<file path="config.mk">
export PLATFORM = sky130hd
export DESIGN_NAME = pci_bridge
export DESIGN_NICKNAME = d
export VERILOG_FILES = /design/src/rtl/pci_bridge_pkg.sv /design/src/rtl/pci_bridge.sv
export SDC_FILE = /design/constraint.sdc
export NUM_CORES = 1
export LEC_CHECK = 0
export ABC_AREA = 1
export BUFFER_PORTS_ARGS = -buffer_cell sky130_fd_sc_hd__buf_2
export CORE_AREA = 2 2 232 234
export CTS_CLUSTER_DIAMETER = 100
export DETAILED_ROUTE_END_ITERATION = 6
export DIE_AREA = 0 0 234 236
export HOLD_SLACK_MARGIN = 0.12
export PLACE_DENSITY = 0.67
export SETUP_SLACK_MARGIN = 0.05
export SYNTH_ARGS = -nofsm -noshare
export SYNTH_HDL_FRONTEND = slang
export SYNTH_SLANG_ARGS = --single-unit
</file>
<file path="constraint.sdc">
create_clock -name clk_in -period 3.1 [get_ports clk_in]
set_input_delay 0.465 -clock clk_in [delete_from_list [all_inputs] [get_ports clk_in]]
set_output_delay 0.465 -clock clk_in [all_outputs]
set_load 0.05 [all_outputs]
</file>
<file path="src/rtl/pci_bridge_pkg.sv">
package pci_bridge_pkg;
  localparam int BURST_LEN      = 4;
  localparam int NUM_FUNCS      = 3;
  localparam int IO_SPACE_BITS  = 6;
  localparam logic [3:0] CMD_IO_RD  = 4'h2;
  localparam logic [3:0] CMD_IO_WR  = 4'h3;
  localparam logic [3:0] CMD_MEM_RD = 4'h6;
  localparam logic [3:0] CMD_MEM_WR = 4'h7;
  localparam logic [3:0] CMD_CFG_RD = 4'ha;
  localparam logic [3:0] CMD_CFG_WR = 4'hb;
  localparam logic [7:0] CFG_ID_OFS    = 8'h00;
  localparam logic [7:0] CFG_CMD_OFS   = 8'h04;
  localparam logic [7:0] CFG_BAR_OFS   = 8'h10;
  localparam logic [7:0] CFG_MWAIT_OFS = 8'h40;
  localparam int CMD_IO_BIT     = 0;
  localparam int CMD_MASTER_BIT = 2;
  localparam logic MWAIT_RESET  = 1'b1;
  localparam logic [2:0] CFG_WAITS      = 3'h1;
  localparam logic [2:0] IO_WAITS_MIN   = 3'h2;
  localparam logic [2:0] IO_WAITS_MAX   = 3'h5;
  localparam logic [2:0] DEVSEL_TIMEOUT = 3'h6;

  typedef enum logic [2:0] {T_IDLE, T_WAIT, T_DATA, T_STOP, T_TURN} t_state_t;
  typedef enum logic [2:0] {M_IDLE, M_REQ, M_ADDR, M_DATA, M_TURN} m_state_t;

  typedef struct packed {
    logic                    write;
    logic [1:0]              func;
    logic [IO_SPACE_BITS-1:0] offset;
    logic [3:0]              be_n;
    logic [31:0]             data;
  } io_req_t;

  typedef struct packed {
    logic                           write;
    logic [31:0]                    addr;
    logic [BURST_LEN-1:0][31:0]     data;
  } mst_cmd_t;

  typedef struct packed {
    logic                           abort;
    logic [BURST_LEN-1:0][31:0]     rdata;
  } mst_result_t;
endpackage

</file>
<file path="src/rtl/pci_bridge.sv">
// Functional notes
// - 32-bit bus, any clock up to 33 MHz.
// - Bus behaviour follows PCI revision 2.1.
// - Per-function config registers with I/O base.
// - Master performs memory read/write bursts.
// - Master wait states 0 or 1, default 1.
// - Normal master burst moves four doublewords.
// - Config target data phase has one wait.
// - I/O target data phase has 2-5 waits.
// - Claim I/O only on command and base match.
// - Config needs select, type 0 address bits.
// - Target disconnects bursts with stop asserted.
// - Master aborts after six clocks without select.
`timescale 1ns/10ps
`default_nettype none
module pci_bridge
  import pci_bridge_pkg::*;
#(
  parameter logic [31:0] DEVICE_ID = 32'h0001_0001 // Value is arbitrary.
) (
  input  wire logic                         clk_in,
  input  wire logic                         reset_in,
  input  wire logic [31:0]                  ad_in,
  output var  logic [31:0]                  ad_out,
  output var  logic                         ad_oe_n_out,
  input  wire logic [3:0]                   cbe_in,
  output var  logic [3:0]                   cbe_out,
  output var  logic                         cbe_oe_n_out,
  input  wire logic                         frame_n_in,
  output var  logic                         frame_n_out,
  output var  logic                         frame_oe_n_out,
  input  wire logic                         irdy_n_in,
  output var  logic                         irdy_n_out,
  output var  logic                         irdy_oe_n_out,
  input  wire logic                         trdy_n_in,
  output var  logic                         trdy_n_out,
  output var  logic                         trdy_oe_n_out,
  input  wire logic                         devsel_n_in,
  output var  logic                         devsel_n_out,
  output var  logic                         devsel_oe_n_out,
  input  wire logic                         stop_n_in,
  output var  logic                         stop_n_out,
  output var  logic                         stop_oe_n_out,
  input  wire logic                         idsel_in,
  output var  logic                         req_n_out,
  input  wire logic                         gnt_n_in,
  output var  logic                         io_valid_out,
  output var  pci_bridge_pkg::io_req_t      io_req_out,
  input  wire logic                         io_ack_in,
  input  wire logic [31:0]                  io_rdata_in,
  input  wire logic                         mst_valid_in,
  input  wire pci_bridge_pkg::mst_cmd_t     mst_cmd_in,
  output var  logic                         mst_busy_out,
  output var  logic                         mst_done_out,
  output var  pci_bridge_pkg::mst_result_t  mst_result_out
);
  import pci_bridge_pkg::*;

  t_state_t       t_state;
  m_state_t       m_state;
  logic           frame_q;
  logic           t_cfg, t_write, io_sent, io_got, mwait, dsel_seen;
  logic [1:0]     t_func;
  logic [7:0]     t_addr;
  logic [2:0]     wcnt, tcnt;
  logic [1:0]     widx;
  logic [31:0]    io_rdata_q;
  mst_cmd_t       mcmd;
  logic [NUM_FUNCS-1:0] io_en, mst_en, io_match;
  logic [31:0]    bar [NUM_FUNCS];

  // The whole block is synchronous to one bus clock, so any rate up to
  // the bus maximum works without change.
  wire addr_phase = !frame_n_in && frame_q && frame_oe_n_out &&
                    t_state == T_IDLE;
  wire cfg_cmd  = cbe_in == CMD_CFG_RD || cbe_in == CMD_CFG_WR;
  wire io_cmd   = cbe_in == CMD_IO_RD || cbe_in == CMD_IO_WR;
  wire cfg_hit  = addr_phase && idsel_in && cfg_cmd &&
                  ad_in[1:0] == 2'b00 && ad_in[10:8] < 3'(NUM_FUNCS);
  wire io_hit   = addr_phase && io_cmd && |io_match;
  wire [1:0] io_func = io_match[1] ? 2'h1 : (io_match[2] ? 2'h2 : 2'h0);
  wire io_done  = io_got || io_ack_in;
  wire t_ready  = t_cfg ? wcnt >= CFG_WAITS - 3'h1 :
                  io_sent && wcnt >= IO_WAITS_MIN - 3'h1 &&
                  (io_done || wcnt >= IO_WAITS_MAX - 3'h1);
  wire t_fin    = t_state == T_WAIT && t_ready;
  wire t_xfer   = t_state == T_DATA && !irdy_n_in;
  wire cfg_wr   = t_xfer && t_cfg && t_write;
  wire [31:0] cfg_rdata =
      t_addr == CFG_ID_OFS  ? DEVICE_ID :
      t_addr == CFG_CMD_OFS ? {29'h0, mst_en[t_func], 1'b0, io_en[t_func]} :
      t_addr == CFG_BAR_OFS ? {bar[t_func][31:IO_SPACE_BITS], 6'h01} :
      t_addr == CFG_MWAIT_OFS && t_func == 2'h0 ? {31'h0, mwait} : 32'h0;
  wire m_start  = m_state == M_REQ && !gnt_n_in && frame_n_in &&
                  irdy_n_in && t_state == T_IDLE;
  wire m_xfer   = m_state == M_DATA && !irdy_n_out && !trdy_n_in &&
                  !devsel_n_in;
  wire m_last   = widx == 2'(BURST_LEN - 1) || !stop_n_in;
  wire m_tmo    = m_state == M_DATA && !dsel_seen && devsel_n_in &&
                  tcnt == DEVSEL_TIMEOUT - 3'h1;
  wire m_halt   = m_state == M_DATA && !stop_n_in && trdy_n_in &&
                  !devsel_n_in;
  wire [1:0] widx_nx = widx + 2'h1;

  // Each function keeps its own command bits and I/O base.
  genvar f;
  generate
    for (f = 0; f < NUM_FUNCS; f++) begin : g_func
      assign io_match[f] = io_en[f] &&
          ad_in[31:IO_SPACE_BITS] == bar[f][31:IO_SPACE_BITS];
      always_ff @(posedge clk_in) begin
        if (reset_in) begin
          io_en[f]  <= 1'b0;
          mst_en[f] <= 1'b0;
          bar[f]    <= 32'h0;
        end else if (cfg_wr && t_func == 2'(f)) begin
          if (t_addr == CFG_CMD_OFS && !cbe_in[0]) begin
            io_en[f]  <= ad_in[CMD_IO_BIT];
            mst_en[f] <= ad_in[CMD_MASTER_BIT];
          end
          if (t_addr == CFG_BAR_OFS) begin
            for (int b = 0; b < 4; b++) begin
              if (!cbe_in[b]) begin
                bar[f][8*b +: 8] <= ad_in[8*b +: 8];
              end
            end
          end
        end
      end
    end
  endgenerate

  always_ff @(posedge clk_in) begin
    if (reset_in) begin
      mwait <= MWAIT_RESET;
    end else if (cfg_wr && t_func == 2'h0 && t_addr == CFG_MWAIT_OFS &&
                 !cbe_in[0]) begin
      mwait <= ad_in[0];
    end
  end

  // Target side. Bursts are never taken: the first data phase ends the
  // transaction, which keeps the register decode simple.
  always_ff @(posedge clk_in) begin
    if (reset_in) begin
      t_state <= T_IDLE;
      frame_q <= 1'b1;
      {t_cfg, t_write, io_sent, io_got, io_valid_out} <= 5'h0;
      {t_func, t_addr, wcnt, io_rdata_q} <= '0;
      io_req_out <= '0;
      {trdy_n_out, devsel_n_out, stop_n_out} <= 3'h7;
      {trdy_oe_n_out, devsel_oe_n_out, stop_oe_n_out} <= 3'h7;
    end else begin
      frame_q      <= frame_n_in;
      io_valid_out <= 1'b0;
      case (t_state)
        T_IDLE: begin
          {trdy_oe_n_out, devsel_oe_n_out, stop_oe_n_out} <= 3'h7;
          if (cfg_hit || io_hit) begin
            t_state <= T_WAIT;
            t_cfg   <= cfg_hit;
            t_write <= cbe_in[0];
            t_func  <= cfg_hit ? ad_in[9:8] : io_func;
            t_addr  <= ad_in[7:0];
            {wcnt, io_sent, io_got} <= 5'h0;
            devsel_n_out <= 1'b0;
            {trdy_oe_n_out, devsel_oe_n_out, stop_oe_n_out} <= 3'h0;
          end
        end
        T_WAIT: begin
          wcnt <= wcnt + 3'h1;
          if (io_sent && io_ack_in) begin
            io_got     <= 1'b1;
            io_rdata_q <= io_rdata_in;
          end
          if (!t_cfg && !io_sent && !irdy_n_in) begin
            io_sent      <= 1'b1;
            io_valid_out <= 1'b1;
            io_req_out   <= '{t_write, t_func, t_addr[IO_SPACE_BITS-1:0],
                              cbe_in, ad_in};
          end
          if (t_fin) begin
            t_state    <= T_DATA;
            trdy_n_out <= 1'b0;
            stop_n_out <= frame_n_in || irdy_n_in;
          end
        end
        T_DATA: begin
          if (t_xfer) begin
            trdy_n_out <= 1'b1;
            if (!frame_n_in) begin
              t_state    <= T_STOP;
              stop_n_out <= 1'b0;
            end else begin
              t_state <= T_TURN;
              {devsel_n_out, stop_n_out} <= 2'h3;
            end
          end
        end
        T_STOP: begin
          if (frame_n_in) begin
            t_state <= T_TURN;
            {devsel_n_out, stop_n_out} <= 2'h3;
          end
        end
        default: t_state <= T_IDLE;
      endcase
    end
  end

  // Master side: one four-word burst per command.
  always_ff @(posedge clk_in) begin
    if (reset_in) begin
      m_state <= M_IDLE;
      mcmd    <= '0;
      {widx, tcnt, dsel_seen, mst_busy_out, mst_done_out} <= '0;
      mst_result_out <= '0;
      {req_n_out, frame_n_out, irdy_n_out} <= 3'h7;
      {frame_oe_n_out, irdy_oe_n_out, cbe_oe_n_out} <= 3'h7;
      cbe_out <= 4'h0;
    end else begin
      mst_done_out <= 1'b0;
      case (m_state)
        M_IDLE: begin
          if (mst_valid_in && mst_en[0]) begin
            m_state      <= M_REQ;
            mcmd         <= mst_cmd_in;
            mst_busy_out <= 1'b1;
            req_n_out    <= 1'b0;
          end
        end
        M_REQ: begin
          if (m_start) begin
            m_state     <= M_ADDR;
            req_n_out   <= 1'b1;
            frame_n_out <= 1'b0;
            cbe_out     <= mcmd.write ? CMD_MEM_WR : CMD_MEM_RD;
            {frame_oe_n_out, cbe_oe_n_out} <= 2'h0;
          end
        end
        M_ADDR: begin
          m_state       <= M_DATA;
          irdy_oe_n_out <= 1'b0;
          irdy_n_out    <= mwait;
          cbe_out       <= 4'h0;
          {widx, tcnt, dsel_seen} <= '0;
          mst_result_out.abort <= 1'b0;
        end
        M_DATA: begin
          tcnt <= tcnt + 3'h1;
          if (!devsel_n_in) begin
            dsel_seen <= 1'b1;
          end
          if (m_xfer) begin
            mst_result_out.rdata[widx] <= ad_in;
            if (m_last) begin
              m_state <= M_TURN;
              {frame_n_out, irdy_n_out} <= 2'h3;
              mst_result_out.abort <= widx != 2'(BURST_LEN - 1);
            end else begin
              widx        <= widx_nx;
              irdy_n_out  <= mwait;
              frame_n_out <= !mwait && widx_nx == 2'(BURST_LEN - 1);
            end
          end else if (m_tmo || m_halt) begin
            m_state <= M_TURN;
            {frame_n_out, irdy_n_out} <= 2'h3;
            mst_result_out.abort <= 1'b1;
          end else if (irdy_n_out) begin
            irdy_n_out  <= 1'b0;
            frame_n_out <= widx == 2'(BURST_LEN - 1);
          end
        end
        default: begin
          m_state      <= M_IDLE;
          mst_busy_out <= 1'b0;
          mst_done_out <= 1'b1;
          {frame_oe_n_out, irdy_oe_n_out, cbe_oe_n_out} <= 3'h7;
        end
      endcase
    end
  end

  // Address/data lines: shared by both sides, so one process owns them.
  always_ff @(posedge clk_in) begin
    if (reset_in) begin
      ad_out      <= 32'h0;
      ad_oe_n_out <= 1'b1;
    end else if (m_start) begin
      ad_out      <= mcmd.addr;
      ad_oe_n_out <= 1'b0;
    end else if (m_state == M_ADDR) begin
      ad_out      <= mcmd.data[0];
      ad_oe_n_out <= !mcmd.write;
    end else if (m_xfer && !m_last) begin
      ad_out <= mcmd.data[widx_nx];
    end else if (m_state == M_TURN || t_state == T_TURN) begin
      ad_oe_n_out <= 1'b1;
    end else if (t_fin && !t_write) begin
      ad_out      <= t_cfg ? cfg_rdata : (io_got ? io_rdata_q : io_rdata_in);
      ad_oe_n_out <= 1'b0;
    end else if (t_xfer) begin
      ad_oe_n_out <= 1'b1;
    end
  end

  logic [2:0] xfer_cnt;
  always_ff @(posedge clk_in) begin
    if (reset_in || m_state == M_ADDR) begin
      xfer_cnt <= 3'h0;
    end else if (m_xfer) begin
      xfer_cnt <= xfer_cnt + 3'h1;
    end
  end
endmodule
`default_nettype wire

</file>
==> results of run 1 <==
[cells by family (layout without fill, tap and decap cells)]
| family | count (synthesis) | after routing | synth area share |
|---|---|---|---|
| adders and majority gates | 8 | 8 | 0.00425 |
| xor gates and xnor gates | 25 | 25 | 0.00930 |
| muxes | 3 | 3 | 0.00128 |
| DFF | 531 | 531 | 0.485 |
| other | 1 | 8 | 0.000159 |
| AOI/OAI and AO/OA | 1026 | 1026 | 0.226 |
| buffers and inverters | 558 | 992 | 0.0945 |
| and+or+nand+nor | 1008 | 1008 | 0.180 |
[critical path, stage by stage, from the launching register on]
cell and delay (ns):
dfxtp_1 0.36, nor2_1 0.20, inv_1 0.08, nor2_1 0.08, inv_1 0.08, nor2_1 0.15, inv_1 0.12, nor3_2 0.18
nand3_1 0.34, o21ai_0 0.38, buf_4 0.23
[metal layers]
metal  GRT usage  share of wire  vias up
li1            -              -    11300
met1       0.425           0.43    11000
met2       0.476           0.45     1130
met3      0.0718          0.098      181
met4      0.0855          0.028       14
met5           0         0.0010        -
[path summary, 6_finish.rpt]
| check | from | end | slack [ns] | depth (start not counted) |
|---|---|---|---|---|
| setup / recovery | t_state[2] | bar[2][31] | 0.62 | 10 |
| hold / removal | mst_cmd_in[110] | mcmd[110] | 0.14 | 3 |
| setup reg to reg | t_state[2] | bar[2][31] | 0.62 | 10 |
| hold reg to reg | mcmd[83] | mcmd[83] | 0.44 | 2 |
[stage by stage]
step                hold slack [ns]  power [W]  instance area (sq um)  std cells   util
global route                  0.135     0.0178                  28600       4294  0.539
finish                        0.141     0.0172                  28600       4297  0.539
floorplan                     0.420    0.00940                  23500       3160      -
global placement              0.428     0.0105                  26400       4152  0.497
CTS                           0.120     0.0172                  28600       4290  0.539
detailed placement            0.433     0.0105                  26400       4152  0.497
[area by class of cell]
class	instances	area, sq um
diodes	7	17.5
clock buffers	76	1620
clock inverters	26	231
fillers	5182	24500
inverters	318	1200
multi-input cells	2071	9930
flip-flops and latches	531	11400
well taps	696	871
repair buffers	572	3330
[cell usage in the layout, fill, tap and decap left out, types with 3 or more instances in the layout]
cell type / count
nand2_1: 420
clkbuf_8: 12
clkbuf_1: 7
o211ai_1: 15
a21oi_1: 473
o22ai_1: 27
xnor2_1: 24
dfxtp_1: 452
nand3_2: 7
a31oi_1: 18
buf_4: 65
inv_2: 14
nor2_4: 3
nor3_2: 3
dlygate4sd3_1: 36
o21ai_0: 441
ha_1: 8
nand3_1: 180
bufinv_16: 3
edfxtp_1: 78
a22oi_1: 3
nor3_1: 13
clkinv_2: 17
o31ai_1: 7
nand2_2: 6
a211oi_1: 15
clkbuf_16: 57
nor2_1: 346
o21ai_1: 21
buf_2: 463
mux2i_1: 3
nand4_1: 19
inv_1: 300
nor2_2: 3
or2_2: 3
clkinvlp_4: 3
buf_12: 8
diode_2: 7
[report_power, final]
| part | switching [W] | internal (W) | total [W] |
|---|---|---|---|
| Combinational | 0.00214 | 0.000851 | 0.00299 |
| Sequential | 0.000163 | 0.00723 | 0.00739 |
| Clock | 0.00289 | 0.00390 | 0.00679 |
[registers in the layout (all words and copies together) (netlist names), 8 cells and up, named ones only]
| name | cells |
|---|---|
| io_rdata_q | 32 |
| bar | 78 |
| mcmd | 161 |
| mst_result_out | 129 |
| t_addr | 8 |
| ad_out | 32 |
| io_req_out | 45 |
[repair_timing]
item                                   in CTS  in global routing
hold buffers                               36                  0
endpoints found under the hold margin      36                  0
setup endpoints to repair                   0                  0
resized for setup                           0                  0
==> results.txt, run 1 <==
The run finished with clean final reports. The layout overhead on the synthesized area is 21.5%. Setup total negative slack on the finished layout was measured at 0 ns.

The synthesized design contains 531 register bits. After synthesis, the share of flip-flops with an asynchronous set or reset is 0. Setup violations remaining at the end of the flow were counted as 0. The worst max-slew margin expressed relative to the limit came out at 0.458.

The post-CTS repair timing setup buffer count came out at 0. The detailed-route wire length came out at 88.0 mm. The pin slew with the least headroom to its limit came out at 0.812 ns. The portion of the clock cycle consumed by the worst path in the final layout is 0.801. The root buffer cell chosen for the clock tree is clkbuf_16. Each instance of the synthesized netlist takes up on average 7.45 sq um. The maximum frequency from static timing analysis came out at 0.403 GHz.

The endpoint type of the worst setup path is a flop. The detail route stage leaves a number of antenna-violating nets equal to 0. The proportion of netlist area held by the largest area contributor is 0.385. For this run, the number of Yosys warnings is 0. The commonest cells after synthesis are a21oi_1 (473), dfxtp_1 (453), o21ai_0 (441), nand2_1 (420), nor2_1 (346).

In this run the power density over the cells is 600 mW/mm^2. The arrival time at the worst endpoint is 2.81 ns. The aggregate global-route resource usage is 0.306. The max-slew violation count came out at 0. The number of max-cap violations came out at 0. The die area is 0.0552 sq mm. The worst-case setup margin in the final layout is 0.617 ns. The clock-pin slew on the worst setup and hold paths came out at 0.06 ns.

The number of nets in the layout came out at 3797. The library cell occupying the most area in the post-synthesis netlist is dfxtp_1. The routed design could run at a clock period as short as 2.48 ns. The number of clock sinks is 531.

Setup repair after global routing left no endpoint under its margin. Summed over all layers, the global routing overflow is 0. The most numerous cell in the Yosys netlist is a21oi_1.

By area the synthesized netlist is led by dfxtp_1 (39%), a21oi_1 (10%), edfxtp_1 (9.9%). The floorplan has 85 rows. The first global-routing pass estimated 130 mm of wire. The total CTS buffers came out at 55.

The length of the first detailed-routing pass in iterations is 7. The iteration-0 DRC count of the detailed router is 2830. The worst vdd rail ir drop came out at 0.424 mV. Using the TritonRoute via totals, the vias-per-cell ratio works out to 5.49. The number of distinct library cells after synthesis is 47.

Of the synthesized area, sequential elements account for 0.485. The cell count after synthesis is 3160. The maximum fanout along the worst path is 7. The number of buffers between clock root and the deepest sink came out at 3. The critical path is of the reg2reg type.

The core region is 0.0531 sq mm. The vertical die dimension is 236 um. The initial utilization of the core area, before any placement, comes to 0.444. Counting flops with a built-in enable in the synthesized netlist gives 78. STA classifies the critical path startpoint as a flop. The horizontal die dimension is 234 um.

In this run the number of H-tree levels came out at 2. The class of the most critical hold timing path is in2reg. The number of design rule violations left after detail routing came out at 0. The sum of net half-perimeters after detailed placement is 64.3 mm. In the final layout, the share of cells above drive strength 1 is 0.189. Summing over every cut layer, the via total after detailed routing is 23600. The cell area that synthesis handed to floorplanning was 0.0235 sq mm. The initial antenna violation count is 12. The top-level port count came out at 466. The number of nets handed over by synthesis was 3408. In this run the static leakage power is 11.6 nW. Before CTS, the worst setup slack after placement is 0.648 ns. The average routed wire per standard cell is 20.5 um. The via count of the first global-routing pass is 21200. The worst setup skew after layout came out at 0.00912 ns. The final RePlAce weighted congestion is 0.940. The number of hold violations in the final report is 0. The later-pin clock latency in the skew report came out at 0.61 ns. The largest net degree at the start of global routing is 116. TritonCTS built the clock tree. The number of buffers added on ports is 464. The most used flip-flop cell after synthesis is dfxtp_1. The required time at the worst-slack endpoint came out at 3.42 ns.
Power figures use the tool's default switching activity.
==> run 2, diff against run 1 <==
PLACE_DENSITY = 0.7   (was 0.67)
clock period = 2 ns   (was 3.1 ns; I/O delays follow)
==> results.txt, run 2 (synthesis gave the netlist of run 1 again) <==
The worst setup path is launched from a flop. The sum of net half-perimeters after detailed placement came out at 67.5 mm (+4.8%). The aggregate global-route resource usage came to 0.340 (+0.0334).

The average routed wire per standard cell came out at 21.0 um (+2.5%). The number of buffers added on ports came out at 464 (unchanged). The initial antenna violation count is 8 (-4). The number of buffers between clock root and the deepest sink is 3 (unchanged).

The worst setup skew after layout was 0.0352 ns (+0.0261 ns). The required time at the worst-slack endpoint is 2.31 ns (-1.11 ns). The worst max-slew margin expressed relative to the limit is 0.516 (+0.0580). The register with the most flip-flops is mcmd. The fraction of final layout cells with drive strength greater than 1 came out at 0.266 (+0.0769). The final global-route overflow total came out at 0 (unchanged). The vertical die dimension was 236 um (unchanged). The worst hold slack across all endpoints is 0.139 ns (-0.00193 ns).

The top-level port count is 466 (unchanged). The flip-flop count of the largest register after layout was 161 (unchanged). The arrival time at the worst endpoint came out at 2.34 ns (-0.47 ns). The setup slack of the worst register-to-register path came out at -0.03 ns (-0.65 ns). The pin slew with the least headroom to its limit came out at 0.725 ns (-0.0870 ns). The area of the core region is 0.0531 sq mm (unchanged).

The signal on the critical path passes through inv_4 -> nor2_4 -> inv_2 -> nor2_2 -> inv_2 -> nor2_4 -> inv_2 -> nor3_4 -> buf_6 -> nand3_4 -> buf_12 -> o21ai_4 -> buf_6. The total chip power is 0.0278 W (+62%). The endpoint type of the worst setup path is a flop. The sum of buffers and inverters on the critical path is 7 (+3). The effective utilization at floorplan is 0.444 (unchanged). The worst vdd rail ir drop came out at 0.785 mV (+85%). The total CTS buffers came to 56 (+1.8%).

The maximum frequency from static timing analysis is 0.492 GHz (+22%). The maximum fanout along the worst path came out at 8 (+1). The largest registers in the layout are mcmd (161), mst_result_out (129), bar (78). The hold path startpoint is mst_cmd_in[66]. The total of endpoints with negative setup slack in the final report came out at 25 (+25). The checks that failed: design-rule violations, negative setup slack. The worst reg2reg path startpoint is t_state[1]. The remaining antenna violation count after routing is 0 (unchanged). The iteration-0 DRC count of the detailed router is 3066 (+8.3%).

The via count is 26400 (+12%). The number of nets in the layout came out at 4208 (+11%). The clock-pin slew on the worst setup and hold paths is 0.06 ns (about the same).

The max-slew violation count was 0 (unchanged). The power density over the cells is 830 mW/mm^2 (+38%). The path with the worst hold slack has its endpoint at mcmd[66]. The level count of the clock H-tree came out at 2 (unchanged). The most common cell after layout, fill and taps aside is buf_2. The flow ran to the end, but the final reports show violations. The setup path with the least slack is of type reg2reg. The detailed-route wire length is 98.8 mm (+12%). The portion of the clock cycle consumed by the worst path in the final layout came out at 1.02 (+0.215). The via count of the first global-routing pass came out at 24400 (+15%). The number of clock sinks came out at 531 (unchanged).

The horizontal die dimension is 234 um (unchanged). The min-delay analysis places its worst path in the category in2reg. Broken down by cell family, the worst path's largest delay share belongs to buffers and inverters. The final RePlAce weighted congestion was 1.00 (+6.6%). The worst-case setup margin in the final layout came to -0.0322 ns (-0.649 ns). The length of the first detailed-routing pass in iterations came out at 7 (unchanged). The layout overhead on the synthesized area is 42.3%. The die area came out at 0.0552 sq mm (unchanged). In the layout the commonest cells are buf_2 (460), a21oi_1 (452), dfxtp_1 (442), nand2_1 (411), o21ai_0 (378). In this run the clock root is driven by a clkbuf_16.

The biggest cell delay along the critical path came out at 0.34 ns (-0.04 ns). The largest net degree at the start of global routing was 153 (+32%). The later-pin clock latency in the skew report is 0.63 ns (+0.02 ns). The cell count of the worst reg-to-reg path is 13 (+3). The number of max-cap violations came out at 0 (unchanged). The leakage power of the design is 13.8 nW (+19%). The number of hold violations in the final report came out at 0 (unchanged). The number of design rule violations left after detail routing is 11 (+11). The number of rows created at floorplan is 85 (unchanged). The post-detailed-route via-to-cell ratio came out at 5.60 (+1.9%). The most numerous cell type found on the critical path is inv_2. The number of cells on the worst hold path is 4 (+1). The slowest stage of the critical path belongs to the cell dfxtp_2. The worst register-to-register path ends at bar[2][23].

Setup repair after global routing could not meet its margin everywhere. The first-pass GRT wire length is 144 mm (+11%). The shortest period the worst path allows came to 2.03 ns (-0.451 ns). TritonCTS built the clock tree.
-- run 2: cell count changes in the layout (fill, tap and decap cells not counted), sizes merged --
| cell | before | now |
|---|---|---|
| buf | 536 | 772 |
| bufinv | 3 | 0 |
| clkbuf | 76 | 84 |
| clkinv | 20 | 17 |
| diode | 7 | 10 |
| dlygate4sd3 | 36 | 202 |
| dlymetal6s4s | 0 | 3 |
| inv | 318 | 319 |
-- run 2: metrics by stage --
stage	cell area [sq um]	worst slack (ns)	utilization	TNS, ns	instances
after CTS	32700	-0.0809	0.615	-5.43	4676
after global placement	28200	-0.225	0.532	-10.27	4347
after detailed placement	28200	-0.211	0.532	-14.83	4347
final	33500	-0.0322	0.632	-0.268	4708
after global routing	33500	-0.110	0.631	-7.32	4702
after floorplan	23600	-0.0712	-	-3.42	3160
-- run 2: worst reg2reg max path, cell delays in order (launching register included) --
cell and delay, ns:
dfxtp_2 0.34, inv_4 0.05, nor2_4 0.09, inv_2 0.05, nor2_2 0.11, inv_2 0.06, nor2_4 0.10, inv_2 0.07
nor3_4 0.15, buf_6 0.15, nand3_4 0.07, buf_12 0.17, o21ai_4 0.15, buf_6 0.16
-- run 2: how the worst max path moves through the flow --
stage / from / to / slack [ns] / cells after the start
global route: t_state[1] / bar[2][19] / -0.11 / 13
detailed placement: widx[0] / ad_out[11] / -0.21 / 11
finish: t_state[1] / bar[2][23] / -0.03 / 13
floorplan: t_state[2] / bar[1][10] / -0.07 / 9
global placement: widx[0] / ad_out[11] / -0.22 / 11
CTS: t_state[1] / bar[2][26] / -0.08 / 13
-- run 2: layout make-up --
type	count	area [sq um]
antenna	10	25.0
clock buffer	79	1650
clock inverter	21	143
fill	4538	19600
inverter	318	1250
multi-input combinational	2071	10700
sequential	531	11400
tap	696	871
timing repair buffer	982	7490
-- run 2: timing repair --
item,in CTS,in global routing
setup endpoints to repair,201,252
pin swaps,30,44
gates resized for setup,118,176
hold buffers,205,0
buffers inserted,21,17
endpoints found under the hold margin,237,0
cloned,3,5
-- run 2: power by group --
part           switching (W)  internal [W]  total, W  leakage (nW)
registers           0.000262        0.0112    0.0115          4.46
clock network        0.00452       0.00575    0.0103         0.887
logic                0.00376       0.00231   0.00607          8.46
total                0.00854        0.0193    0.0278          13.8
-- run 2: per-layer routing --
| metal | global-route usage | part of all wire | vias to the layer above |
|---|---|---|---|
| li1 | - | - | 12100 |
| met1 | 0.447 | 0.39 | 12200 |
| met2 | 0.525 | 0.45 | 1639 |
| met3 | 0.0691 | 0.11 | 336 |
| met4 | 0.176 | 0.056 | 8 |
| met5 | 0 | 0.00044 | - |
